[config.mk]
export PLATFORM = sky130hd
export DESIGN_NAME = sph_dev_flat
export DESIGN_NICKNAME = d
export VERILOG_FILES = /design/src/sph_pkg.sv /design/src/sph_if.sv /design/src/sph_dev.sv /design/src/sph_sync.sv /design/src/flat_wrapper.sv
export SDC_FILE = /design/constraint.sdc
export NUM_CORES = 1
export LEC_CHECK = 0
export BUFFER_PORTS_ARGS = -buffer_cell sky130_fd_sc_hd__clkbuf_2
export CORE_ASPECT_RATIO = 0.6
export CORE_UTILIZATION = 30
export DETAILED_ROUTE_END_ITERATION = 7
export GPL_TIMING_DRIVEN = 1
export SYNTH_ARGS = -nofsm -noshare
export SYNTH_HDL_FRONTEND = slang
export SYNTH_HIERARCHICAL = 1
export SYNTH_SLANG_ARGS = --single-unit
[constraint.sdc]
create_clock -name clock -period 2 [get_ports clock]
set_clock_uncertainty 0.05 [all_clocks]
set_input_delay 0.3 -clock clock [delete_from_list [all_inputs] [get_ports clock]]
set_output_delay 0.3 -clock clock [all_outputs]
set_load 0.03 [all_outputs]
[src/sph_pkg.sv]
package sph_pkg;
  localparam int unsigned CLK_HZ       = 100_000_000;
  localparam int unsigned LINK_DIV     = 8;
  localparam logic [7:0]  CMD_WREN     = 8'h06;
  localparam logic [7:0]  CMD_WRITE_DISABLE = 8'h04;
  localparam logic [7:0]  CMD_STATUS_WRITE  = 8'h01;
  localparam logic [7:0]  CMD_WRITE    = 8'h02;
  localparam logic [7:0]  CMD_RDSR     = 8'h05;
  localparam logic [2:0]  BIT_LAST     = 3'h7;
  localparam int unsigned STAT_LATCH_BIT = 1;
endpackage

[src/sph_if.sv]
interface sph_if;
  logic cs_n;
  logic sck;
  logic si;
  logic pause_n;
  logic so_o;
  logic so_oe;
  wire  so_line = so_oe ? so_o : 1'b1;
  modport dev  (input cs_n, input sck, input si, input pause_n, output so_o, output so_oe);
  modport host (output cs_n, output sck, output si, output pause_n, input so_line);
endinterface

[src/sph_dev.sv]
// What this block does
// - pause floats output, ignores clock and data
// - host keeps select low while paused
// - deselect while paused abandons transfer
// - pause pin acts at once when clock low
// - pause pin waits for clock falling edge
// - low supply aborts pending writes
// - low supply clears write enable latch
// - host re-enables writes after supply recovery
// - writes start only when select goes high, never while selected
// - host keeps select high when idle
// - host never raises select and clock together
// - output drives high, low or floats
// - writes need write enable latch set
module sph_dev
  import sph_pkg::*;
(
  input  wire logic  clock,
  input  wire logic  rstn,
  sph_if.dev         link,
  input  wire logic  low_supply,
  output logic       write_enable_latch,
  output logic       write_start,
  output logic       status_write_start,
  output logic       paused,
  output logic [7:0] cmd_seen
);
  logic       cs_s;
  logic       sck_s;
  logic       si_s;
  logic       pz_s;
  logic       ls_s;
  logic       sck_d_reg;
  logic       sck_rise;
  logic       sck_fall;
  logic       active;
  logic       cmd_done;
  logic [7:0] byte_in;
  logic [7:0] status_word;
  logic [2:0] bit_reg;
  logic [7:0] shift_reg;
  logic       got_cmd_reg;
  logic       pend_wr_reg;
  logic       pend_sr_reg;
  logic [7:0] out_reg;
  logic       so_reg;

  // ----------------------------------------
  // synchronisers
  // ----------------------------------------
  // select and pause idle high, so they reset high
  sph_sync #(.INIT(1'b1)) u_cs (
    .clock(clock),
    .rstn (rstn),
    .d    (link.cs_n),
    .q    (cs_s)
  );
  sph_sync #(.INIT(1'b0)) u_ck (
    .clock(clock),
    .rstn (rstn),
    .d    (link.sck),
    .q    (sck_s)
  );
  sph_sync #(.INIT(1'b0)) u_si (
    .clock(clock),
    .rstn (rstn),
    .d    (link.si),
    .q    (si_s)
  );
  sph_sync #(.INIT(1'b1)) u_pz (
    .clock(clock),
    .rstn (rstn),
    .d    (link.pause_n),
    .q    (pz_s)
  );
  // detector output is asynchronous to this clock
  sph_sync #(.INIT(1'b0)) u_ls (
    .clock(clock),
    .rstn (rstn),
    .d    (low_supply),
    .q    (ls_s)
  );

  // ----------------------------------------
  // link clock edges
  // ----------------------------------------
  always_ff @(posedge clock or negedge rstn) begin
    if (!rstn) begin
      sck_d_reg <= 1'b0;
    end else begin
      sck_d_reg <= sck_s;
    end
  end
  assign sck_rise = sck_s & ~sck_d_reg;
  assign sck_fall = ~sck_s & sck_d_reg;

  // ----------------------------------------
  // pause state
  // ----------------------------------------
  // pin and clock share the same sync lag, so their order is kept
  always_ff @(posedge clock or negedge rstn) begin
    if (!rstn) begin
      paused <= 1'b0;
    end else if (cs_s) begin
      paused <= 1'b0;
    end else if (!sck_s) begin
      paused <= ~pz_s;
    end
  end
  assign active = ~cs_s & ~paused;

  // ----------------------------------------
  // shifter
  // ----------------------------------------
  assign byte_in  = {shift_reg[6:0], si_s};
  assign cmd_done = active & sck_rise & (bit_reg == BIT_LAST) & ~got_cmd_reg;

  always_ff @(posedge clock or negedge rstn) begin
    if (!rstn) begin
      bit_reg <= '0;
    end else if (cs_s) begin
      bit_reg <= '0;
    end else if (active && sck_rise) begin
      bit_reg <= bit_reg + 3'h1;
    end
  end

  always_ff @(posedge clock or negedge rstn) begin
    if (!rstn) begin
      shift_reg <= '0;
    end else if (active && sck_rise) begin
      shift_reg <= byte_in;
    end
  end

  always_ff @(posedge clock or negedge rstn) begin
    if (!rstn) begin
      got_cmd_reg <= 1'b0;
    end else if (cs_s) begin
      got_cmd_reg <= 1'b0;
    end else if (cmd_done) begin
      got_cmd_reg <= 1'b1;
    end
  end

  always_ff @(posedge clock or negedge rstn) begin
    if (!rstn) begin
      cmd_seen <= '0;
    end else if (cmd_done) begin
      cmd_seen <= byte_in;
    end
  end

  // ----------------------------------------
  // latch and write control
  // ----------------------------------------
  always_ff @(posedge clock or negedge rstn) begin
    if (!rstn) begin
      write_enable_latch <= 1'b0;
    end else if (ls_s) begin
      write_enable_latch <= 1'b0;
    // a started write uses up the latch
    end else if (cs_s && (pend_wr_reg || pend_sr_reg)) begin
      write_enable_latch <= 1'b0;
    end else if (cmd_done && byte_in == CMD_WREN) begin
      write_enable_latch <= 1'b1;
    end else if (cmd_done && byte_in == CMD_WRITE_DISABLE) begin
      write_enable_latch <= 1'b0;
    end
  end

  always_ff @(posedge clock or negedge rstn) begin
    if (!rstn) begin
      pend_wr_reg <= 1'b0;
    end else if (ls_s || cs_s) begin
      pend_wr_reg <= 1'b0;
    end else if (cmd_done && byte_in == CMD_WRITE) begin
      pend_wr_reg <= write_enable_latch;
    end
  end

  always_ff @(posedge clock or negedge rstn) begin
    if (!rstn) begin
      pend_sr_reg <= 1'b0;
    end else if (ls_s || cs_s) begin
      pend_sr_reg <= 1'b0;
    end else if (cmd_done && byte_in == CMD_STATUS_WRITE) begin
      pend_sr_reg <= write_enable_latch;
    end
  end

  always_ff @(posedge clock or negedge rstn) begin
    if (!rstn) begin
      write_start <= 1'b0;
    end else begin
      write_start <= cs_s & ~ls_s & pend_wr_reg;
    end
  end

  always_ff @(posedge clock or negedge rstn) begin
    if (!rstn) begin
      status_write_start <= 1'b0;
    end else begin
      status_write_start <= cs_s & ~ls_s & pend_sr_reg;
    end
  end

  // ----------------------------------------
  // serial output
  // ----------------------------------------
  assign status_word = {7'h00, write_enable_latch} << STAT_LATCH_BIT;

  always_ff @(posedge clock or negedge rstn) begin
    if (!rstn) begin
      out_reg <= '0;
    end else if (cs_s) begin
      out_reg <= '0;
    end else if (cmd_done) begin
      out_reg <= (byte_in == CMD_RDSR) ? status_word : 8'h00;
    end else if (active && sck_fall && got_cmd_reg) begin
      out_reg <= {out_reg[6:0], out_reg[7]};
    end
  end

  always_ff @(posedge clock or negedge rstn) begin
    if (!rstn) begin
      so_reg <= 1'b0;
    end else if (active && sck_fall && got_cmd_reg) begin
      so_reg <= out_reg[7];
    end
  end

  assign link.so_o  = so_reg;
  assign link.so_oe = active;
endmodule

[src/sph_sync.sv]
module sph_sync #(
  parameter logic INIT = 1'b0
) (
  input  wire logic clock,
  input  wire logic rstn,
  input  wire logic d,
  output logic      q
);
  logic meta_reg;
  // first stage feeds only the second
  always_ff @(posedge clock or negedge rstn) begin
    if (!rstn) begin
      // reset to INIT, the pin's idle level for every instance but u_so, whose so_line idles high while INIT stays 0
      meta_reg <= INIT;
      q        <= INIT;
    end else begin
      meta_reg <= d;
      q        <= meta_reg;
    end
  end
endmodule

[src/flat_wrapper.sv]
// flat-port wrapper written by rule: the top's interface ports become plain ports
module sph_dev_flat import sph_pkg::*;
  (clock, rstn, low_supply, write_enable_latch, write_start, status_write_start, paused, cmd_seen, link_cs_n, link_sck, link_si, link_pause_n, link_so_o, link_so_oe);
  sph_if link_i ();
  input  wire logic clock;
  input  wire logic rstn;
  input  wire logic low_supply;
  output logic write_enable_latch;
  output logic write_start;
  output logic status_write_start;
  output logic paused;
  output logic [7:0] cmd_seen;
  input wire logic [$bits(link_i.cs_n)-1:0] link_cs_n;
  input wire logic [$bits(link_i.sck)-1:0] link_sck;
  input wire logic [$bits(link_i.si)-1:0] link_si;
  input wire logic [$bits(link_i.pause_n)-1:0] link_pause_n;
  output wire logic [$bits(link_i.so_o)-1:0] link_so_o;
  output wire logic [$bits(link_i.so_oe)-1:0] link_so_oe;
  assign link_i.cs_n = link_cs_n;
  assign link_i.sck = link_sck;
  assign link_i.si = link_si;
  assign link_i.pause_n = link_pause_n;
  assign link_so_o = link_i.so_o;
  assign link_so_oe = link_i.so_oe;
  sph_dev u_core (.clock(clock), .rstn(rstn), .link(link_i), .low_supply(low_supply), .write_enable_latch(write_enable_latch), .write_start(write_start), .status_write_start(status_write_start), .paused(paused), .cmd_seen(cmd_seen));
endmodule
* Word-level counts from Yosys, hierarchy flattened *
Index checks and enable logic that the tools add are counted.

operators by class
  add/subtract/negate cells = 1
  eq/ne operators = 7
  muxes and demuxes = 18
  bitwise operators = 16
  reduce and logical (&&, ||, !) cells = 16

operators with widths
  cell                                                   number
  == test 8 x 3 -> 1 bit, second input constant          3
  2-to-1 mux 8 bit                                       3
  2-to-1 mux 1 bit                                       12
  AND 1 bit                                              9
  == test 8 x 1 -> 1 bit, second input constant          1
  == test 8 x 2 -> 1 bit, second input constant          1
  logical AND 1 bit                                      8
  nonzero test 2 bit                                     4
  NOT 1 bit                                              7
  2-to-1 mux 3 bit                                       2
  nonzero test 4 bit                                     1
  adder 3 x 1 -> 3 bit, second input constant            1
  == test 3 bit, second input constant                   1
  nonzero test 3 bit                                     1
  logical OR 1 bit                                       2
  2-to-1 mux 2 bit                                       1
  inequality test 2 x 1 -> 1 bit, second input constant  1

storage, ports and cells
  bits in registers = 45
  bits of input ports = 7
  output and inout port bits = 14
  logic and storage cells = 81

* Longest topological paths before layout *
Gate-level depths: netlist of run 1.

  word-level depth = 10
  gate-level depth with buffers = 7
  mapped depth without buffers = 6

* Modules after synthesis *
Netlist of run 1, hierarchy kept.

modules (own cells, without submodules)
  module                       times used  cells each  area each (um2)  sequential area each (um2)
  sph_dev                      1           113         1485.2           875.8
  sph_sync at u_core.u_ck ...  3           2           50.0             50.0
  sph_sync at u_core.u_cs ...  2           2           52.6             52.6

* Worst setup path before layout of run 1 *
Ideal clock, no wire load.

  path kind = register to register
  start = register u_core.paused
  end = register u_core.out_reg[1]
  library setup time = 0.083 ns
  arrival time = 1.759 ns
  required time = 1.867 ns
  setup slack = 0.108 ns
  cell stages (with the launch flop) = 5
  path buffers = 0
  clock period less this slack = 1.892 ns
  path through = dfrtp_1 -> nor4b_4 -> nand2_4 -> or4_1 -> o21ai_0

between the ends
  longest elaborated chain between the ends = 7
  elaborated cells on any way between the ends = 10
  those cells by class = 2 x mux; 5 x bitwise; 3 x reduce/logical

ends and longest elaborated chain
  item                    RTL line        text
  from (decl)             sph_dev.sv:25   output logic paused,
  from (signal assigned)  sph_dev.sv:107  paused <= ~pz_s;
  NOT 1 bit (*)           sph_dev.sv:110  assign active = ~cs_s & ~paused;
  AND 1 bit (*)           sph_dev.sv:110
  AND 1 bit (3 in a row)  sph_dev.sv:116  assign cmd_done = active & sck_rise & (bit_reg == BIT_LAST) & ~got_cmd_reg;
  2-to-1 mux 8 bit        sph_dev.sv:218  end else if (cmd_done) begin
  2-to-1 mux 8 bit        sph_dev.sv:216  end else if (cs_s) begin
  to (signal assigned)    sph_dev.sv:219  out_reg <= (byte_in == CMD_RDSR) ? status_word : 8'h00;
  to (signal assigned)    sph_dev.sv:221  out_reg <= {out_reg[6:0], out_reg[7]};
  to (decl)               sph_dev.sv:45   logic [7:0] out_reg;

Every way passes the cells marked *; elsewhere a longest branch is shown, timed or not.
A chain may end at the register's enable or synchronous reset.

* Worst setup path after layout of run 1 *
  start = register u_core.bit_reg[0]
  end = register u_core.out_reg[1]

between the ends
  longest elaborated chain between the ends = 5
  elaborated cells on any way between the ends = 6
  those cells by class = 1 x eq/ne; 2 x mux; 2 x bitwise; 1 x reduce/logical

ends and longest elaborated chain
  item                        RTL line        text
  from (decl)                 sph_dev.sv:40   logic [2:0] bit_reg;
  from (signal assigned)      sph_dev.sv:124  bit_reg <= bit_reg + 3'h1;
  == test 3 bit (*)           sph_dev.sv:116
  AND 1 bit (*) (2 in a row)  sph_dev.sv:116
  2-to-1 mux 8 bit            sph_dev.sv:218
  2-to-1 mux 8 bit            sph_dev.sv:216

Marked as above.

==> results.toml, run 1 <==
[pwr]
pwr_density_cell_nw_per_um2 = 867
p_leak_uw = 0.00105
power.ir.vdd_worst_mv = 0.357

[cts]
cts-buffers-inserted = 5
clk_pin_slew_worst_paths_ns = 0.09
clock_tree.root_cell = "sky130_fd_sc_hd__clkbuf_8"
tritoncts_clock_tree = "built"
cts.path.max_buffers = 2
cts.hold.buffers_added = 1
clk-insertion-delay-late_ns = 0.30
htree_levels = 2
cts.repair.resized = 0
post-cts-setup-buffers = 0
clock_sinks = 45

[die]
die_width_um = 100
io_pins = 21
core_region_area_um2 = 5570
chipHeight_um = 61
placement_rows = 21
initial_core_util = 0.312
floorplan.die_area_um2 = 6120

[detailed_routing]
wl_per_cell_um = 12.8
drt_drc_violations_left = 0
drt-total-wl_um = 2990
detail_route.first_pass.iterations = 4
routed_via_count = 1053
detail-route-antenna-nets = 0
first_iter_violations = 65
route.detailed.vias_per_inst = 4.52

[sta]
timing.slew.headroom = 0.655
final_critical_path_setup_slack_ns = 0.139
setup_violations = 0
timing.final.max_slew_violations = 0
finalCritPeriodShare = 0.930
worstMarginPinSlew_ns = 0.518
tns_ns = 0
clock.fmax_mhz = 537
grt_setup_unrepaired = "false"
timing_hold_violations_final = 0
layout_min_cycle_time_ns = 1.86

[global_route]
grt_pass1_vias = 1071
total_congestion_overflow_after_global_routing = 0
first_pass_grt_wire_length_um = 5060
grt_max_degree = 27
antenna_found_initial = 0
grtUsageTotal = 0.111

[logic_synthesis]
yosys_warnings = 6
ys_seq_elements = 45
post_syn_nets = 132
synth.yosys.seq_area_share = 0.650
synth.distinct_cells = 23
synthesis.area_per_instance_um2 = 14.1
post_synth_instance_area_um2 = 1740
syn_inst = 123

[layout]
net_total_in_the_final_layout = 161
n_antenna_cell = 0
flow.area_growth_from_synthesis_pct = 19.2
final_layout_size_suffix_gt1_frac = 0.359
layout.filler_cells = 552

[setup_path]
path_class = "register to register"
endpoint_kind = "register"
crit-reg2reg-capture = "u_core/out_reg[1]"
crit_start = "u_core/bit_reg[0]"
r2r_setup_slack_ns = 0.14
reg2regPathDepth = 6
timing.critical_path.fanout_max = 6
critPathCapture = "u_core/out_reg[1]"
worstPathRequired_ns = 2.17
cp.arrival_ns = 2.03
critPathLaunchType = "register"
r2r_start = "u_core/bit_reg[0]"

[placement]
portBuffers = 20
gpl.final_weighted_congestion = 0.723
post-place-ws_ns = 0.161
dp_hpwl_um = 2100

[job]
max-cap-violations = 0

[run_status]
run_status = "finished clean"

[min_path]
hold_crit_path_type = "input pin to register"
[layout make-up]
cell class | instances | area [um^2] | area share
flip-flops and latches | 45 | 1130 | 0.545
multi-input cells | 74 | 592 | 0.285
repair buffers | 26 | 160 | 0.0772
well taps | 80 | 100 | 0.0483
clock buffers | 5 | 68.8 | 0.0332
clock inverters | 3 | 22.5 | 0.0109
[layout by cell type, fill, tap and decap left out, drive strengths merged]
cell type and n:
a21oi 2, and3b 2, buf 5, clkbuf 25, clkinvlp 3, dfrtp 41
dfstp 4, dlygate4sd3 1, ha 2, mux2 16, mux2i 12, nand2 5
nand2b 4, nand4 3, nand4b 1, nor2 11, nor2b 1, nor3 4
nor4 2, nor4b 4, o21a 1, o21ai 3, or4 1
[where the power goes]
part           internal, uW  leakage, uW  switching (uW)
registers               984     0.000588             106
clock network           245    0.0000364             307
logic                  87.4     0.000431            68.8
[routing by layer]
metal  wire length [um]  part of all wire  GRT usage
met4                 65             0.022     0.0559
met3                121             0.040     0.0357
met1               1440              0.48      0.139
met5                  0                 0          0
met2               1370              0.46      0.179
[critical path, cell delays in order, from the launching register on]
cell and delay [ns]:
sky130_fd_sc_hd__dfrtp_1 0.37, sky130_fd_sc_hd__ha_1 0.17, sky130_fd_sc_hd__ha_1 0.15, sky130_fd_sc_hd__nor2b_1 0.28, sky130_fd_sc_hd__nand2_4 0.13, sky130_fd_sc_hd__or4_1 0.54, sky130_fd_sc_hd__o21ai_0 0.09
[metrics by stage]
stage	util	std cells	hold WS (ns)	cell area [um^2]	power, uW
after floorplan	-	123	-0.0456	1740	1180
after global placement	0.354	224	0.244	1970	1250
after detailed placement	0.354	224	0.254	1970	1260
after CTS	0.372	233	0.0116	2070	1820
after global routing	0.372	233	0.00741	2070	1900
final	0.372	233	0.0204	2070	1800
[cell families (layout without fill, tap and decap cells)]
| family | after synthesis | after routing | synth area share |
|---|---|---|---|
| AO/OA/AOI/OAI | 6 | 6 | 0.0187 |
| adder cells (fa/ha/maj) | 2 | 2 | 0.0144 |
| buffers and inverters | 4 | 34 | 0.0101 |
| flip-flops | 45 | 45 | 0.650 |
| multiplexers | 28 | 28 | 0.173 |
| AND/OR/NAND/NOR | 38 | 38 | 0.134 |
[cell usage after synthesis, drive strengths merged]
cell type / number / share of area
clkbuf: 2 / 0.0043
nand4b: 1 / 0.0050
dfstp: 4 / 0.060
nor4: 2 / 0.0072
nor3: 4 / 0.012
o21ai: 3 / 0.0086
nand4: 3 / 0.011
nor2: 11 / 0.024
or4: 1 / 0.0043
nor4b: 4 / 0.029
a21oi: 2 / 0.0058
ha: 2 / 0.014
nand2b: 4 / 0.014
dfrtp: 41 / 0.59
buf: 2 / 0.0058
o21a: 1 / 0.0043
nor2b: 1 / 0.0036
nand2: 5 / 0.015
mux2i: 12 / 0.069
mux2: 16 / 0.10
and3b: 2 / 0.010
[worst min path at each step]
stage	startpoint	to	slack, ns	depth (start not counted)
2_1_floorplan	rstn	u_core/bit_reg[0]	-0.05	0
3_3_place_gp	rstn	u_core/sck_d_reg	0.24	1
3_5_place_dp	rstn	u_core/sck_d_reg	0.25	1
4_1_cts	link_pause_n	u_core/u_pz/meta_reg	0.01	1
5_1_grt	link_cs_n	u_core/u_cs/meta_reg	0.007	1
6_report	link_pause_n	u_core/u_pz/meta_reg	0.02	1
Note: power is estimated with default switching activity, not from simulation.
==> run 2: changes to the inputs <==
==> constraint.sdc (replaced) <==
create_clock -name clock -period 2 [get_ports clock]
set_clock_uncertainty 0.05 [all_clocks]
set_input_delay 0.2 -clock clock [delete_from_list [all_inputs] [get_ports clock]]
set_output_delay 0.2 -clock clock [all_outputs]
set_load 0.03 [all_outputs]
==> run 2 against run 1 <==
  * Register-to-register slack improved by 0.02 ns
  * Sequential share of layout area decreased by 1.2 points
  * Total power increased by 2.9%
  * Final cell count increased by 2.1%
  * Largest power group unchanged
  * Routed wire length decreased by 2.0%
  * Worst hold slack improved by 0.28 ns
  * Critical endpoint unchanged
==> results.toml, run 2 (same netlist as run 1, synthesis figures left out) <==
[layout]
n_antenna_cell = 0
final_area_um2 = 2120
layout_commonest_cell = "sky130_fd_sc_hd__dfrtp_1"
final_layout_size_suffix_gt1_frac = 0.348
mostFrequentLayoutCells = "sky130_fd_sc_hd__dfrtp_1, sky130_fd_sc_hd__clkbuf_2, sky130_fd_sc_hd__mux2_2"
flow.area_growth_from_synthesis_pct = 21.9
layout.filler_cells = 563
net_total_in_the_final_layout = 166
layout.core_utilization = 0.381

[global_route]
antenna_found_initial = 0
grtUsageTotal = 0.111
grt_max_degree = 46
first_pass_grt_wire_length_um = 5110
total_congestion_overflow_after_global_routing = 0
grt_pass1_vias = 1134

[run_status]
run_status = "finished clean"

[placement]
gpl.final_weighted_congestion = 0.746
placedInstanceArea_um2 = 1960
dp_hpwl_um = 1980
portBuffers = 20
post-place-ws_ns = 0.184

[detailed_routing]
drt_drc_violations_left = 0
detail-route-antenna-nets = 0
route.detailed.vias_per_inst = 4.45
detail_route.first_pass.iterations = 4
routed_via_count = 1059
drt-total-wl_um = 2930
wl_per_cell_um = 12.3
first_iter_violations = 55

[die]
io_pins = 21
initial_core_util = 0.312
core_region_area_um2 = 5570
chipHeight_um = 61
die_width_um = 100
floorplan.die_area_um2 = 6120
placement_rows = 21

[setup_path]
r2r_setup_slack_ns = 0.16
timing.critical_path.fanout_max = 6
critPathCapture = "u_core/out_reg[1]"
crit_start = "u_core/bit_reg[0]"
r2r_start = "u_core/bit_reg[0]"
reg2regPathDepth = 6
endpoint_kind = "register"
crit-reg2reg-capture = "u_core/out_reg[1]"
cp.arrival_ns = 2.01
critPathLaunchType = "register"
worstPathRequired_ns = 2.17
path_class = "register to register"

[sta]
layout_min_cycle_time_ns = 1.84
timing_hold_violations_final = 0
grt_setup_unrepaired = "false"
timing.final.max_slew_violations = 0
timing.slew.headroom = 0.636
worstMarginPinSlew_ns = 0.546
setup_violations = 0
tns_ns = 0
clock.fmax_mhz = 544
finalCritPeriodShare = 0.920
final_critical_path_setup_slack_ns = 0.160

[min_path]
hold_crit_path_type = "register to register"

[pwr]
power.ir.vdd_worst_mv = 0.290
pwr_density_cell_nw_per_um2 = 872
p_leak_uw = 0.00109

[cts]
cts.repair.resized = 0
clk_pin_slew_worst_paths_ns = 0.08
cts-buffers-inserted = 5
cts.path.max_buffers = 2
post-cts-setup-buffers = 0
cts.hold.buffers_added = 6
htree_levels = 2
tritoncts_clock_tree = "built"
clock_tree.root_cell = "sky130_fd_sc_hd__clkbuf_8"
clk-insertion-delay-late_ns = 0.29
clock_sinks = 45

[job]
max-cap-violations = 0
==> run 2: report_power, final <==
group | switching [uW] | internal [uW] | total [uW]
registers | 104 | 984 | 1090
clock network | 289 | 312 | 601
logic | 69.6 | 91.2 | 161
total | 463 | 1390 | 1850
==> run 2: how the worst min path moves through the flow <==
stage,startpoint,to,cells after the start
detailed placement,link_pause_n,u_core/u_pz/meta_reg,1
global placement,link_pause_n,u_core/u_pz/meta_reg,1
finish,u_core/u_ck/meta_reg,u_core/u_ck/q,0
global route,u_core/u_cs/meta_reg,u_core/u_cs/q,0
CTS,u_core/u_ck/meta_reg,u_core/u_ck/q,0
floorplan,rstn,u_core/bit_reg[0],0
==> run 2: stage by stage <==
stage / power [uW] / hold WS [ns] / std cells
floorplan: 1180 / -0.146 / 123
global placement: 1240 / 0.239 / 224
global route: 1950 / 0.314 / 238
finish: 1850 / 0.305 / 238
detailed placement: 1260 / 0.241 / 224
CTS: 1880 / 0.313 / 238
==> run 2: metal layers <==
layer | global-route usage | vias up | part of all wire
met1 | 0.135 | 540 | 0.48
met4 | 0.0538 | 0 | 0.012
met5 | 0 | - | 0
met3 | 0.0369 | 5 | 0.037
met2 | 0.182 | 15 | 0.47
li1 | - | 499 | -
==> run 2: critical path, cell delays in order, from the launching register on <==
cell and delay, ns:
sky130_fd_sc_hd__dfrtp_1 0.38, sky130_fd_sc_hd__ha_1 0.15, sky130_fd_sc_hd__ha_1 0.15, sky130_fd_sc_hd__nor2b_1 0.29, sky130_fd_sc_hd__nand2_4 0.12, sky130_fd_sc_hd__or4_1 0.53, sky130_fd_sc_hd__o21ai_0 0.09
==> run 2: final cells by class <==
class / count / area, um^2 / area share
clock buffers: 7 / 96.3 / 0.0454
clock inverters: 1 / 5.00 / 0.00236
multi-input cells: 74 / 592 / 0.279
flip-flops and latches: 45 / 1130 / 0.533
well taps: 80 / 100 / 0.0472
repair buffers: 31 / 198 / 0.0932
